===== src/hdl/ulpswk_pkg.sv =====
// Package with states, modes, triggers, timing constants and carriers of the wakeup controller
`default_nettype none
package ulpswk_pkg;
    typedef enum logic [2:0] {
        ST_OFF, ST_BOOT, ST_ACTIVE, ST_SLEEP, ST_EPOFF
    } ulpswk_state_t;

    localparam logic [1:0] MODE_ULPM = 2'h0;
    localparam logic [1:0] MODE_PSM = 2'h1;

    localparam logic [1:0] AN_ABOVE = 2'h0;
    localparam logic [1:0] AN_BELOW = 2'h1;
    localparam logic [1:0] AN_INSIDE = 2'h2;
    localparam logic [1:0] AN_OUTSIDE = 2'h3;

    localparam logic [2:0] PIN_OFF = 3'h0;
    localparam logic [2:0] PIN_HIGH = 3'h1;
    localparam logic [2:0] PIN_LOW = 3'h2;
    localparam logic [2:0] PIN_RISE = 3'h3;
    localparam logic [2:0] PIN_FALL = 3'h4;
    localparam logic [2:0] PIN_BOTH = 3'h5;

    localparam int TIMER_W = 32;
    localparam int ANALOG_W = 12;
    localparam int BOOT_TIME_NS = 1000;
    localparam int CLK_PERIOD_NS = 40;
    localparam int BOOT_CYCLES = (BOOT_TIME_NS + CLK_PERIOD_NS - 1) / CLK_PERIOD_NS;
    localparam logic [TIMER_W-1:0] TIMER_MARGIN = 32'h0000_0040;

    localparam int SRC_CYCLE = 0;
    localparam int SRC_LOCAL = 1;
    localparam int SRC_ANALOG = 2;
    localparam int SRC_PIN_A = 3;
    localparam int SRC_PIN_B = 4;
    localparam int SRC_RESET = 5;
    localparam int SRC_POWER = 6;
    localparam int SRC_N = 7;

    localparam logic [31:0] ADDR_CTRL = 32'h0000_0000;
    localparam logic [31:0] ADDR_CYCLE = 32'h0000_0004;
    localparam logic [31:0] ADDR_LOCAL = 32'h0000_0008;
    localparam logic [31:0] ADDR_ANALOG = 32'h0000_000C;
    localparam logic [31:0] ADDR_PINCFG = 32'h0000_0010;
    localparam logic [31:0] ADDR_STATUS = 32'h0000_0014;
    localparam logic [1:0] RESP_OKAY = 2'h0;
    localparam logic [1:0] RESP_SLVERR = 2'h2;

    typedef struct packed {
        logic enable;
        logic channelB;
        logic [1:0] kind;
        logic [ANALOG_W-1:0] low;
        logic [ANALOG_W-1:0] high;
    } ulpswk_analog_t;

    typedef struct packed {
        logic [2:0] trigB;
        logic [2:0] trigA;
    } ulpswk_pincfg_t;
endpackage
`default_nettype wire


===== src/hdl/ulpswk_pin_trig.sv =====
// One wake pin: synchroniser plus level and edge trigger detection
`default_nettype none
module ulpswk_pin_trig (
    // Clock and reset
    input wire logic mclk,
    input wire logic rst_n,
    // Pin and mode
    input wire logic pinIn,
    input wire logic [2:0] trigMode,
    // Trigger
    output logic hit
);
    logic sync1Reg;
    logic sync2Reg;
    logic prevReg;
    logic rise;
    logic fall;

    always_ff @(posedge mclk) begin
        if (!rst_n) begin
            sync1Reg <= 1'b0;
            sync2Reg <= 1'b0;
            prevReg <= 1'b0;
        end else begin
            sync1Reg <= pinIn;
            sync2Reg <= sync1Reg;
            prevReg <= sync2Reg;
        end
    end

    assign rise = sync2Reg & ~prevReg;
    assign fall = ~sync2Reg & prevReg;
    assign hit = (trigMode == ulpswk_pkg::PIN_HIGH && sync2Reg)
              || (trigMode == ulpswk_pkg::PIN_LOW && !sync2Reg)
              || (trigMode == ulpswk_pkg::PIN_RISE && rise)
              || (trigMode == ulpswk_pkg::PIN_FALL && fall)
              || (trigMode == ulpswk_pkg::PIN_BOTH && (rise || fall));
endmodule
`default_nettype wire


===== src/hdl/ulpswk_ctrl.sv =====
// Wakeup and power-state controller with AXI4-Lite configuration slave
//
// The register addresses and the AXI4-Lite slave port are this design's own decisions.
`default_nettype none
module ulpswk_ctrl #(
    parameter int BOOT_CYCLES = ulpswk_pkg::BOOT_CYCLES
) (
    // Clock and reset
    input wire logic mclk,
    input wire logic rst_n,
    // AXI4-Lite write
    input wire logic [31:0] s_axi_awaddr,
    input wire logic s_axi_awvalid,
    output logic s_axi_awready,
    input wire logic [31:0] s_axi_wdata,
    input wire logic [3:0] s_axi_wstrb,
    input wire logic s_axi_wvalid,
    output logic s_axi_wready,
    output logic [1:0] s_axi_bresp,
    output logic s_axi_bvalid,
    input wire logic s_axi_bready,
    // AXI4-Lite read
    input wire logic [31:0] s_axi_araddr,
    input wire logic s_axi_arvalid,
    output logic s_axi_arready,
    output logic [31:0] s_axi_rdata,
    output logic [1:0] s_axi_rresp,
    output logic s_axi_rvalid,
    input wire logic s_axi_rready,
    // Board pins, power and reset active low as on the board
    input wire logic powerOnReq_n,
    input wire logic resetIn_n,
    input wire logic wakePinA,
    input wire logic wakePinB,
    // Analog comparator samples from the two channels
    input wire logic [ulpswk_pkg::ANALOG_W-1:0] analogA,
    input wire logic [ulpswk_pkg::ANALOG_W-1:0] analogB,
    // Protocol stack: application sleep request, psm inactive period start
    input wire logic sleepReq,
    input wire logic psmIdle,
    // Power status
    output logic coreOn,
    output logic coreReset,
    output logic emergencyOff,
    output logic inSleep
);
    localparam int TW = ulpswk_pkg::TIMER_W;
    localparam int AW = ulpswk_pkg::ANALOG_W;

    ulpswk_pkg::ulpswk_state_t stateReg, stateNext;
    logic [1:0] startedReg;
    logic [1:0] modeReg;
    logic localEnReg;
    logic [TW-1:0] cycleTimeReg, localTimeReg, cycleCntReg, localCntReg;
    ulpswk_pkg::ulpswk_analog_t analogReg;
    ulpswk_pkg::ulpswk_pincfg_t pinCfgReg;
    logic [AW-1:0] anSyncReg, anValReg;
    logic [2:0] pwrSyncReg;
    logic [1:0] rstSyncReg;
    logic wakeReg;
    logic [ulpswk_pkg::SRC_N-1:0] causeReg;
    logic [15:0] bootCntReg;
    logic awHeld, wHeld;
    logic [31:0] awAddrReg, wDataReg;

    // Synchronised pin levels: stage 0 only feeds stage 1
    logic powerOn, powerOnPrev, resetAsserted;
    assign powerOn = pwrSyncReg[1];
    assign powerOnPrev = pwrSyncReg[2];
    assign resetAsserted = !rstSyncReg[1];

    logic hitA, hitB;
    ulpswk_pin_trig uPinA (.mclk(mclk), .rst_n(rst_n), .pinIn(wakePinA), .trigMode(pinCfgReg.trigA), .hit(hitA));
    ulpswk_pin_trig uPinB (.mclk(mclk), .rst_n(rst_n), .pinIn(wakePinB), .trigMode(pinCfgReg.trigB), .hit(hitB));

    // Analog compare on the one configured channel
    logic anAbove, anBelow, anInside, anHit;
    assign anAbove = anValReg > analogReg.high;
    assign anBelow = anValReg < analogReg.low;
    assign anInside = !anAbove && !anBelow;
    assign anHit = analogReg.enable && (
        (analogReg.kind == ulpswk_pkg::AN_ABOVE && anAbove)
        || (analogReg.kind == ulpswk_pkg::AN_BELOW && anBelow)
        || (analogReg.kind == ulpswk_pkg::AN_INSIDE && anInside)
        || (analogReg.kind == ulpswk_pkg::AN_OUTSIDE && !anInside));

    logic isPsm, sleeping, cycleExp, localExp;
    assign isPsm = modeReg == ulpswk_pkg::MODE_PSM;
    assign sleeping = stateReg == ulpswk_pkg::ST_SLEEP;
    assign cycleExp = isPsm && cycleCntReg == '0;
    assign localExp = (localEnReg || isPsm) && localCntReg == '0;

    logic [ulpswk_pkg::SRC_N-1:0] srcVec;
    assign srcVec[ulpswk_pkg::SRC_CYCLE] = cycleExp;
    assign srcVec[ulpswk_pkg::SRC_LOCAL] = localExp;
    assign srcVec[ulpswk_pkg::SRC_ANALOG] = anHit;
    assign srcVec[ulpswk_pkg::SRC_PIN_A] = hitA;
    assign srcVec[ulpswk_pkg::SRC_PIN_B] = hitB;
    assign srcVec[ulpswk_pkg::SRC_RESET] = resetAsserted && powerOn;
    assign srcVec[ulpswk_pkg::SRC_POWER] = powerOn && !powerOnPrev;
    logic anyWake;
    assign anyWake = sleeping && |srcVec;

    // Local timer in psm sits a margin below the cycle timer
    logic [TW-1:0] localLoad;
    assign localLoad = isPsm ? ((cycleTimeReg > ulpswk_pkg::TIMER_MARGIN) ?
        cycleTimeReg - ulpswk_pkg::TIMER_MARGIN : TW'(1)) : localTimeReg;

    logic enterSleep;
    assign enterSleep = stateReg == ulpswk_pkg::ST_ACTIVE && (isPsm ? psmIdle : sleepReq);

    always_comb begin
        stateNext = stateReg;
        case (stateReg)
            ulpswk_pkg::ST_OFF: begin
                // Decide only once the power pin has crossed its synchroniser
                if (startedReg[1]) begin
                    stateNext = powerOn ? ulpswk_pkg::ST_BOOT : ulpswk_pkg::ST_SLEEP;
                end
            end
            ulpswk_pkg::ST_BOOT: begin
                if (bootCntReg == 16'(BOOT_CYCLES - 1)) begin
                    stateNext = ulpswk_pkg::ST_ACTIVE;
                end
            end
            ulpswk_pkg::ST_ACTIVE: begin
                if (resetAsserted && !powerOn) begin
                    stateNext = ulpswk_pkg::ST_EPOFF;
                end else if (resetAsserted) begin
                    stateNext = ulpswk_pkg::ST_BOOT;
                end else if (enterSleep) begin
                    stateNext = ulpswk_pkg::ST_SLEEP;
                end
            end
            ulpswk_pkg::ST_SLEEP: begin
                if (resetAsserted && !powerOn) begin
                    stateNext = ulpswk_pkg::ST_EPOFF;
                end else if (wakeReg) begin
                    stateNext = ulpswk_pkg::ST_BOOT;
                end
            end
            ulpswk_pkg::ST_EPOFF: begin
                if (powerOn && !powerOnPrev) begin
                    stateNext = ulpswk_pkg::ST_BOOT;
                end
            end
            default: stateNext = ulpswk_pkg::ST_OFF;
        endcase
    end

    always_ff @(posedge mclk) begin
        if (!rst_n) begin
            stateReg <= ulpswk_pkg::ST_OFF;
            startedReg <= 2'h0;
            pwrSyncReg <= '0;
            rstSyncReg <= 2'h3;
            anSyncReg <= '0;
            anValReg <= '0;
            wakeReg <= 1'b0;
            causeReg <= '0;
            bootCntReg <= '0;
            cycleCntReg <= '0;
            localCntReg <= '0;
        end else begin
            stateReg <= stateNext;
            startedReg <= {startedReg[0], 1'b1};
            pwrSyncReg <= {pwrSyncReg[1:0], !powerOnReq_n};
            rstSyncReg <= {rstSyncReg[0], resetIn_n};
            anSyncReg <= analogReg.channelB ? analogB : analogA;
            anValReg <= anSyncReg;
            if (anyWake) begin
                wakeReg <= 1'b1;
                causeReg <= causeReg | srcVec;
            end else if (stateReg == ulpswk_pkg::ST_BOOT) begin
                wakeReg <= 1'b0;
            end
            if (enterSleep) begin
                causeReg <= '0;
            end
            bootCntReg <= (stateReg == ulpswk_pkg::ST_BOOT) ? bootCntReg + 16'h0001 : 16'h0000;
            if (stateNext == ulpswk_pkg::ST_SLEEP && !sleeping) begin
                cycleCntReg <= cycleTimeReg;
                localCntReg <= localLoad;
            end else if (sleeping) begin
                if (cycleCntReg != '0) cycleCntReg <= cycleCntReg - TW'(1);
                if (localCntReg != '0) localCntReg <= localCntReg - TW'(1);
            end
        end
    end

    // AXI4-Lite slave: accepts address and data in either order
    logic doWrite;
    logic [31:0] wrAddr, wrData;
    assign wrAddr = awHeld ? awAddrReg : s_axi_awaddr;
    assign wrData = wHeld ? wDataReg : s_axi_wdata;
    assign doWrite = (awHeld || (s_axi_awvalid && s_axi_awready))
                  && (wHeld || (s_axi_wvalid && s_axi_wready)) && !s_axi_bvalid;
    logic wrHit;
    assign wrHit = wrAddr == ulpswk_pkg::ADDR_CTRL || wrAddr == ulpswk_pkg::ADDR_CYCLE
                || wrAddr == ulpswk_pkg::ADDR_LOCAL || wrAddr == ulpswk_pkg::ADDR_ANALOG
                || wrAddr == ulpswk_pkg::ADDR_PINCFG;
    logic [31:0] rdMux;
    logic rdHit;
    always_comb begin
        rdMux = '0;
        rdHit = 1'b1;
        case (s_axi_araddr)
            ulpswk_pkg::ADDR_CTRL: rdMux = {29'h0, localEnReg, modeReg};
            ulpswk_pkg::ADDR_CYCLE: rdMux = cycleTimeReg;
            ulpswk_pkg::ADDR_LOCAL: rdMux = localTimeReg;
            ulpswk_pkg::ADDR_ANALOG: rdMux = {4'h0, analogReg};
            ulpswk_pkg::ADDR_PINCFG: rdMux = {26'h0, pinCfgReg};
            ulpswk_pkg::ADDR_STATUS: rdMux = {22'h0, causeReg, stateReg};
            default: rdHit = 1'b0;
        endcase
    end

    always_ff @(posedge mclk) begin
        if (!rst_n) begin
            s_axi_awready <= 1'b1;
            s_axi_wready <= 1'b1;
            s_axi_bvalid <= 1'b0;
            s_axi_bresp <= ulpswk_pkg::RESP_OKAY;
            s_axi_arready <= 1'b1;
            s_axi_rvalid <= 1'b0;
            s_axi_rresp <= ulpswk_pkg::RESP_OKAY;
            s_axi_rdata <= '0;
            awHeld <= 1'b0;
            wHeld <= 1'b0;
            awAddrReg <= '0;
            wDataReg <= '0;
            modeReg <= ulpswk_pkg::MODE_ULPM;
            localEnReg <= 1'b0;
            cycleTimeReg <= '0;
            localTimeReg <= '0;
            analogReg <= '0;
            pinCfgReg <= '0;
        end else begin
            if (s_axi_awvalid && s_axi_awready) begin
                awAddrReg <= s_axi_awaddr;
                awHeld <= 1'b1;
                s_axi_awready <= 1'b0;
            end
            if (s_axi_wvalid && s_axi_wready) begin
                wDataReg <= s_axi_wdata;
                wHeld <= 1'b1;
                s_axi_wready <= 1'b0;
            end
            if (doWrite) begin
                awHeld <= 1'b0;
                wHeld <= 1'b0;
                s_axi_bvalid <= 1'b1;
                s_axi_bresp <= wrHit ? ulpswk_pkg::RESP_OKAY : ulpswk_pkg::RESP_SLVERR;
                // config only changes by software, never by sleep cycles
                if (s_axi_wstrb == 4'hF) begin
                    case (wrAddr)
                        ulpswk_pkg::ADDR_CTRL: begin
                            modeReg <= wrData[1:0];
                            localEnReg <= wrData[2];
                        end
                        ulpswk_pkg::ADDR_CYCLE: cycleTimeReg <= wrData;
                        ulpswk_pkg::ADDR_LOCAL: localTimeReg <= wrData;
                        ulpswk_pkg::ADDR_ANALOG: analogReg <= wrData[27:0];
                        ulpswk_pkg::ADDR_PINCFG: pinCfgReg <= wrData[5:0];
                        default: ;
                    endcase
                end
            end
            if (s_axi_bvalid && s_axi_bready) begin
                s_axi_bvalid <= 1'b0;
                s_axi_awready <= 1'b1;
                s_axi_wready <= 1'b1;
            end
            if (s_axi_arvalid && s_axi_arready) begin
                s_axi_arready <= 1'b0;
                s_axi_rvalid <= 1'b1;
                s_axi_rdata <= rdMux;
                s_axi_rresp <= rdHit ? ulpswk_pkg::RESP_OKAY : ulpswk_pkg::RESP_SLVERR;
            end else if (s_axi_rvalid && s_axi_rready) begin
                s_axi_rvalid <= 1'b0;
                s_axi_arready <= 1'b1;
            end
        end
    end

    always_ff @(posedge mclk) begin
        if (!rst_n) begin
            coreOn <= 1'b0;
            coreReset <= 1'b1;
            emergencyOff <= 1'b0;
            inSleep <= 1'b0;
        end else begin
            coreOn <= stateNext == ulpswk_pkg::ST_BOOT || stateNext == ulpswk_pkg::ST_ACTIVE;
            coreReset <= stateNext != ulpswk_pkg::ST_ACTIVE;
            emergencyOff <= stateNext == ulpswk_pkg::ST_EPOFF;
            inSleep <= stateNext == ulpswk_pkg::ST_SLEEP;
        end
    end

    a_sleep_wakes_boot: assert property (@(posedge mclk) disable iff (!rst_n)
        sleeping && wakeReg && !(resetAsserted && !powerOn) |=> stateReg == ulpswk_pkg::ST_BOOT)
        else $error("wake did not start boot");
    a_wake_held: assert property (@(posedge mclk) disable iff (!rst_n)
        anyWake |=> wakeReg)
        else $error("wake request lost");
    a_epoff_entry: assert property (@(posedge mclk) disable iff (!rst_n)
        stateReg == ulpswk_pkg::ST_SLEEP && resetAsserted && !powerOn |=> emergencyOff)
        else $error("no emergency off");
    a_first_state: assert property (@(posedge mclk) disable iff (!rst_n)
        stateReg == ulpswk_pkg::ST_OFF && startedReg[1] && powerOn |=> stateReg == ulpswk_pkg::ST_BOOT)
        else $error("power-up choice wrong");
    a_boot_len: assert property (@(posedge mclk) disable iff (!rst_n)
        $rose(stateReg == ulpswk_pkg::ST_BOOT) |-> ##[1:300] stateReg != ulpswk_pkg::ST_BOOT)
        else $error("boot too long");
    a_sleep_on_req: assert property (@(posedge mclk) disable iff (!rst_n)
        $rose(sleeping) && !isPsm && $past(stateReg) == ulpswk_pkg::ST_ACTIVE |-> $past(sleepReq))
        else $error("sleep without request");
    a_psm_cycle: assert property (@(posedge mclk) disable iff (!rst_n)
        sleeping && cycleExp |=> wakeReg || stateReg != ulpswk_pkg::ST_SLEEP)
        else $error("cycle timer ignored");
    a_power_edge: assert property (@(posedge mclk) disable iff (!rst_n)
        sleeping && powerOn && !powerOnPrev |=> wakeReg)
        else $error("power-on edge ignored");
    c_wake_cycle: cover property (@(posedge mclk) disable iff (!rst_n) sleeping ##1 stateReg == ulpswk_pkg::ST_BOOT);
    c_epoff: cover property (@(posedge mclk) disable iff (!rst_n) emergencyOff);
    c_analog: cover property (@(posedge mclk) disable iff (!rst_n) anyWake && anHit);
endmodule
`default_nettype wire


===== config.mk =====
export PLATFORM = sky130hd
export DESIGN_NAME = ulpswk_ctrl
export DESIGN_NICKNAME = d
export VERILOG_FILES = /design/src/hdl/ulpswk_pkg.sv /design/src/hdl/ulpswk_pin_trig.sv /design/src/hdl/ulpswk_ctrl.sv
export SDC_FILE = /design/constraint.sdc
export NUM_CORES = 1
export LEC_CHECK = 0
export ABC_AREA = 1
export BUFFER_PORTS_ARGS = -buffer_cell sky130_fd_sc_hd__buf_2
export CORE_MARGIN = 5
export CORE_UTILIZATION = 30
export CTS_BUF_LIST = sky130_fd_sc_hd__clkbuf_16
export DETAILED_ROUTE_END_ITERATION = 12
export HOLD_SLACK_MARGIN = 0.05
export MAX_ROUTING_LAYER = met4
export PLACE_DENSITY_LB_ADDON = 0.05
export SETUP_SLACK_MARGIN = 0.2
export SLEW_MARGIN = 0
export SYNTH_ARGS = -nofsm -noshare
export SYNTH_HDL_FRONTEND = slang
export SYNTH_SLANG_ARGS = --single-unit

===== constraint.sdc =====
create_clock -name mclk -period 4.6 [get_ports mclk]
set_clock_uncertainty 0.2 [all_clocks]
set_input_delay 0.46 -clock mclk [delete_from_list [all_inputs] [get_ports mclk]]
set_output_delay 0.46 -clock mclk [all_outputs]
set_load 0.03 [all_outputs]

=== Word level (Yosys, flattened, before mapping) ===
Index checks and enable logic that the tools add are counted.

* Flip-flop bits (word level): 340
* Logic and storage cells: 218

* Add/subtract/negate cells: 4
* Order comparisons: 3
* Equality and inequality tests: 34
* Multiplexer cells: 33
* Bitwise logic cells: 10
* Reductions and logical operators: 89

{| class="wikitable"
|+ Operator list
! kind !! count
|-
| 2-to-1 mux 32 bit || 10
|-
| one-hot mux 32 bit (6 select lines) || 1
|-
| == test 32 x 4 -> 1 bit (second input constant) || 4
|-
| zero test 32 bit || 4
|-
| == test 32 x 5 -> 1 bit (second input constant) || 3
|-
| == test 32 x 3 -> 1 bit (second input constant) || 2
|-
| nonzero test 32 bit || 2
|-
| subtractor 32 x 1 -> 32 bit (second input constant) || 2
|-
| > comparator 32 x 7 -> 1 bit (second input constant) || 1
|-
| subtractor 32 x 7 -> 32 bit (second input constant) || 1
|-
| logical AND 1 bit || 31
|-
| == test 3 x 2 -> 1 bit (second input constant) || 8
|-
| 2-to-1 mux 3 bit || 8
|-
| logical OR 1 bit || 21
|-
| == test 3 bit (second input constant) || 6
|-
| adder 16 x 1 -> 16 bit (second input constant) || 1
|-
| == test 16 x 5 -> 1 bit (second input constant) || 1
|-
| one-hot mux 3 bit (5 select lines) || 1
|-
| AND reduction 3 bit || 5
|-
| == test 3 x 1 -> 1 bit (second input constant) || 4
|-
| > comparator 12 bit || 1
|-
| < comparator 12 bit || 1
|-
| 2-to-1 mux 12 bit || 1
|-
| zero test 1 bit || 11
|-
| other kinds (16) || 43
|}

=== Depth between registers and ports, before layout ===
* Depth after elaboration: 11
* Gate-level depth with buffers: 17

=== By module ===
A second synthesis with hierarchy kept.

* Cell total of the unflattened synthesis: 2671
* Area total of the unflattened synthesis: 17550.6 um^2

{| class="wikitable"
|+ Modules (own cells, without submodules)
! module !! times used !! cells an instance !! area each (um^2) !! sequential area each (um^2)
|-
| ulpswk_ctrl || 1 || 2619 || 17217.8 || 6646.4
|-
| ulpswk_pin_trig || 2 || 26 || 166.4 || 60.1
|}

=== Worst setup path before layout ===
Ideal clock, no wire load.

* Kind: register to register
* From: register s_axi_awready
* To: register analogReg[23] (netlist name)
* Arrival: 1.987 ns
* Required time: 4.290 ns
* Path slack: 2.303 ns
* Cell stages (with the launch flop): 14
* Path buffers: 2
* Period minus slack after synthesis: 2.297 ns
* Cells stage by stage: dfxtp_1 nand2_2 inv_2 nor2_1 nor3_4 inv_2 nor2_4 inv_2 nor3_2 buf_2 buf_2 nand3_1 nand2_1 nor2_1

* Longest elaborated chain between the ends: 5

{| class="wikitable"
|+ RTL lines
! element !! line !! text
|-
| start: declaration || ulpswk_ctrl.sv:14 || <nowiki>output logic s_axi_awready,</nowiki>
|-
| start signal: assignment || ulpswk_ctrl.sv:220 || <nowiki>s_axi_awready <= 1'b1;</nowiki>
|-
| start signal: assignment || ulpswk_ctrl.sv:242 || <nowiki>s_axi_awready <= 1'b0;</nowiki>
|-
| start signal: assignment || ulpswk_ctrl.sv:271 || <nowiki>s_axi_awready <= 1'b1;</nowiki>
|-
| logical AND 1 bit || ulpswk_ctrl.sv:196 || <nowiki>assign doWrite = (awHeld || (s_axi_awvalid && s_axi_awready))</nowiki>
|-
| logical OR 1 bit || ulpswk_ctrl.sv:196 ||
|-
| logical AND 1 bit (2 in a row) || ulpswk_ctrl.sv:197 || <nowiki>&& (wHeld || (s_axi_wvalid && s_axi_wready)) && !s_axi_bvalid;</nowiki>
|-
| AND reduction 3 bit (no source line) || n/a ||
|-
| end signal: assignment || ulpswk_ctrl.sv:263 || <nowiki>ulpswk_pkg::ADDR_ANALOG: analogReg <= wrData[27:0];</nowiki>
|-
| end: declaration || ulpswk_ctrl.sv:55 || <nowiki>ulpswk_pkg::ulpswk_analog_t analogReg;</nowiki>
|}

No other way between the ends.
A chain may end at the register's enable or synchronous reset.

=== Final worst setup path ===
* From: register modeReg[1]
* To: register localCntReg[26]

* Longest elaborated chain between the ends: 11
* Elaborated cells on any way between the ends: 14
* Classes of those cells: eq/ne: 2; mux: 7; reduce/logical: 5

{| class="wikitable"
|+ RTL lines
! element !! line !! text
|-
| start: declaration || ulpswk_ctrl.sv:52 || <nowiki>logic [1:0] modeReg;</nowiki>
|-
| start signal: assignment || ulpswk_ctrl.sv:232 || <nowiki>modeReg <= ulpswk_pkg::MODE_ULPM;</nowiki>
|-
| start signal: assignment || ulpswk_ctrl.sv:258 || <nowiki>modeReg <= wrData[1:0];</nowiki>
|-
| == test 2 x 1 -> 1 bit * || ulpswk_ctrl.sv:88 || <nowiki>assign isPsm = modeReg == ulpswk_pkg::MODE_PSM;</nowiki>
|-
| 2-to-1 mux 1 bit || ulpswk_ctrl.sv:110 || <nowiki>assign enterSleep = stateReg == ulpswk_pkg::ST_ACTIVE && (isPsm ? psmIdle : sleepReq);</nowiki>
|-
| logical AND 1 bit || ulpswk_ctrl.sv:110 ||
|-
| 2-to-1 mux 3 bit || ulpswk_ctrl.sv:131 || <nowiki>end else if (enterSleep) begin</nowiki>
|-
| 2-to-1 mux 3 bit || ulpswk_ctrl.sv:129 || <nowiki>end else if (resetAsserted) begin</nowiki>
|-
| 2-to-1 mux 3 bit || ulpswk_ctrl.sv:127 || <nowiki>if (resetAsserted && !powerOn) begin</nowiki>
|-
| one-hot mux 3 bit (5 select lines) || ulpswk_ctrl.sv:114 || <nowiki>case (stateReg)</nowiki>
|-
| == test 3 x 2 -> 1 bit || ulpswk_ctrl.sv:181 || <nowiki>if (stateNext == ulpswk_pkg::ST_SLEEP && !sleeping) begin</nowiki>
|-
| logical AND 1 bit || ulpswk_ctrl.sv:181 ||
|-
| nonzero test 2 bit (no source line) || n/a ||
|-
| AND reduction 2 bit (no source line) || n/a ||
|-
| end signal: assignment || ulpswk_ctrl.sv:183 || <nowiki>localCntReg <= localLoad;</nowiki>
|-
| end signal: assignment || ulpswk_ctrl.sv:186 || <nowiki>if (localCntReg != '0) localCntReg <= localCntReg - TW'(1);</nowiki>
|-
| end: declaration || ulpswk_ctrl.sv:54 || <nowiki>logic [TW-1:0] cycleTimeReg, localTimeReg, cycleCntReg, localCntReg;</nowiki>
|}

Every way passes the cells marked *; elsewhere a longest branch is shown, timed or not.

==> impl_metrics.env <==
export IMPL_status="finished, final reports clean"
export IMPL_syn_inst=2869
export IMPL_crit_path_start_kind="flip-flop"
export IMPL_finalSetupViolCount=0
export IMPL_seq_area_frac_synth=0.374
export IMPL_ctsResizeCount=0
export IMPL_slew_viol_final=0
export IMPL_drt_vias_per_instance=4.68
export IMPL_relSlewSlack=0.216
export IMPL_place_gp_congestion=0.908
export IMPL_drt_total_wl_mm=64.0
export IMPL_yosysUniqueCellTypes=44
export IMPL_drive_gt1_frac=0.0944
export IMPL_clk_latency_ps=600
export IMPL_synth_edf_count=0
export IMPL_drtIter0Drc=1166
export IMPL_die_area_um2=65400
export IMPL_ios=182
export IMPL_stdcell_count=3896
export IMPL_crit_buf_inv=4
export IMPL_drtAntennaViolNets=0
export IMPL_grt_pass1_wl_mm=99.7
export IMPL_cts_buffers=44
export IMPL_tightestPinTransition_ps=1180
export IMPL_synth_seq_cells=338
export IMPL_rows=90
export IMPL_area_delta_synth_final_pct=21.6
export IMPL_antenna_found_initial=0
export IMPL_p_per_area_nw_per_um2=357
export IMPL_clock_sinks=338
export IMPL_synth_cell_area_um2=18100
export IMPL_end_kind="flip-flop"
export IMPL_utilization=0.366
export IMPL_ys_flop_type="dfxtp_1"
export IMPL_cts_root_buffer="clkbuf_16"
export IMPL_async_reset_ff_frac=0
export IMPL_path_common_cell="nand2_1"
export IMPL_hold_viol_final=0
export IMPL_num_antenna_cells=0
export IMPL_port_buffers=179
export IMPL_path_cells="inv_1 -> nand2_1 -> inv_1 -> nand2_1 -> nand3_1 -> nand2_1 -> nand2_1 -> nand3_1 -> nand3_2 -> inv_2 -> o21ai_1 -> nand3_1 -> nand2_1 -> inv_1"
export IMPL_avgSynthCellArea_um2=6.31
export IMPL_rsz0062_at_grt="no"
export IMPL_cp_max_fo=61
export IMPL_hold_class="flip-flop to flip-flop"
export IMPL_clkTransAtPathRegs_ps=60
export IMPL_fin_setup_tns_ps=0
export IMPL_grt_pass1_vias=17500
export IMPL_die_height_um=256
export IMPL_synth_most_common_cell="nand2_1"
export IMPL_grt_use_total=0.195
export IMPL_yosys_area_top_type="dfxtp_1"
export IMPL_globalRouteOverflowTotal=0
export IMPL_min_period_ps=3610
export IMPL_crit_arrival_ps=3930
export IMPL_vdd_ir_drop_max_mv=0.248
export IMPL_p_leak_nw=10.4
export IMPL_grt_max_degree=200
export IMPL_cts_setup_buffers=0
export IMPL_synth_common_cells="758 x nand2_1, 455 x nor2_1, 381 x inv_1"
export IMPL_hpwlAfterDp_mm=46.4
export IMPL_nets=3255
export IMPL_crit_slowest_cell="inv_2"
export IMPL_die_w_um=256
export IMPL_ctsHoldBuffers=96
export IMPL_cts_tree="yes"
export IMPL_synth_top_area_share=0.374
export IMPL_coreArea_um2=60100
export IMPL_initial_utilization=0.301
export IMPL_drc=0
export IMPL_ys_warn_count=0
export IMPL_cp_required_ps=4920
export IMPL_synth_area_leaders="dfxtp_1 37%, nand2_1 16%, nor2_1 9.4%, inv_1 7.9%, o21ai_0 5.5%"
export IMPL_cp_slowest_stage_delay_ps=1060
export IMPL_htree_levels=2
export IMPL_dp_cells=3725
export IMPL_finalCritPeriodShare=0.785
export IMPL_drv_cap=0
export IMPL_first_pass_iters=6
export IMPL_fmax_ghz=0.277
export IMPL_critPathTopFamily="simple AND/OR/NAND/NOR gates"
export IMPL_wl_per_cell_um=16.4
export IMPL_path_class="flip-flop to flip-flop"
export IMPL_vias=18200
export IMPL_clock_path_buffers=3
==> layout make-up <==
cell class                      count  area, um^2
Clock buffer                       45        1130
Clock inverter                     30         310
Fill cell                        6644       38100
Inverter                          394        1480
Multi-Input combinational cell   2013        9350
Sequential cell                   338        6770
Tap cell                          782         978
Timing Repair Buffer              294        2020
==> registers in the layout, indices dropped and copies added (netlist names), 2 cells and up <==
name          count
awAddrReg        32
cycleCntReg      32
cycleTimeReg     32
localCntReg      32
localTimeReg     32
s_axi_rdata      32
wDataReg         32
analogReg        28
bootCntReg       16
anSyncReg        12
anValReg         12
causeReg          7
pinCfgReg         6
pwrSyncReg        3
stateReg          3
modeReg           2
rstSyncReg        2
startedReg        2
==> power by group <==
part / leakage, nW / internal (mW) / switching [mW]
combinational: 6.88 / 0.452 / 0.805
sequential: 2.75 / 3.05 / 0.0883
clock: 0.730 / 2.11 / 1.37
total: 10.4 / 5.61 / 2.26
==> cells in the final DEF, fill, tap and decap left out, types with 10 or more instances in the layout <==
cell           synthesis  layout
dfxtp_1              338     337
nand4_1               30      30
nand2_1              758     757
o22ai_1               23      23
clkinv_1               2      11
xnor2_1               27      27
dlygate4sd3_1          0      96
o211ai_1              20      20
inv_1                381     387
buf_4                  3      18
xor2_1                35      35
or2_2                 10      10
clkbuf_16              0      45
ha_1                  33      33
nor2_1               455     455
a21oi_1              119     119
inv_2                 11      12
nor3_1                42      42
o21ai_0              199     199
buf_2                 47     178
nand3_1              183     183
a31oi_1               19      19
nand3b_1              10      10
==> stage by stage <==
stage	setup slack [ps]	cell area, um^2	total power, mW	hold slack [ps]
after floorplan	2300	18100	4.03	190
after global placement	1090	19600	4.39	196
after detailed placement	1050	19600	4.40	201
after CTS	1010	22000	8.02	207
after global routing	637	22000	8.30	223
final	990	22000	7.87	209
==> layer usage <==
metal / global-route usage / vias to the layer above / wire length (um)
met1: 0.266 / 8382 / 31200
met4: 0.0571 / 0 / 1890
met2: 0.304 / 336 / 28700
met3: 0.0246 / 95 / 2250
met5: - / - / 0
li1: - / 9426 / -
==> worst min-delay path, stage by stage (launching register included) <==
cell and delay, ps:
dfxtp_1 300, nand2_1 40, inv_1 40
==> kinds of logic after synthesis <==
logic type,Yosys count,synth area share
other,1,0.000207
adders and majority gates,33,0.0228
muxes,1,0.000553
and+or+nand+nor,1524,0.346
xor gates and xnor gates,62,0.0300
DFF,338,0.374
AOI/OAI and AO/OA,391,0.115
buffers and inverters,519,0.111
==> path summary, 6_finish.rpt <==
path | from | end | slack, ps | cells past startpoint
setup reg to reg | modeReg[1] | localCntReg[26] | 990 | 14
hold / removal | anSyncReg[11] | anValReg[11] | 210 | 2
hold reg to reg | anSyncReg[11] | anValReg[11] | 210 | 2
setup / recovery | modeReg[1] | localCntReg[26] | 990 | 14
(Power assumes the default switching activity.)
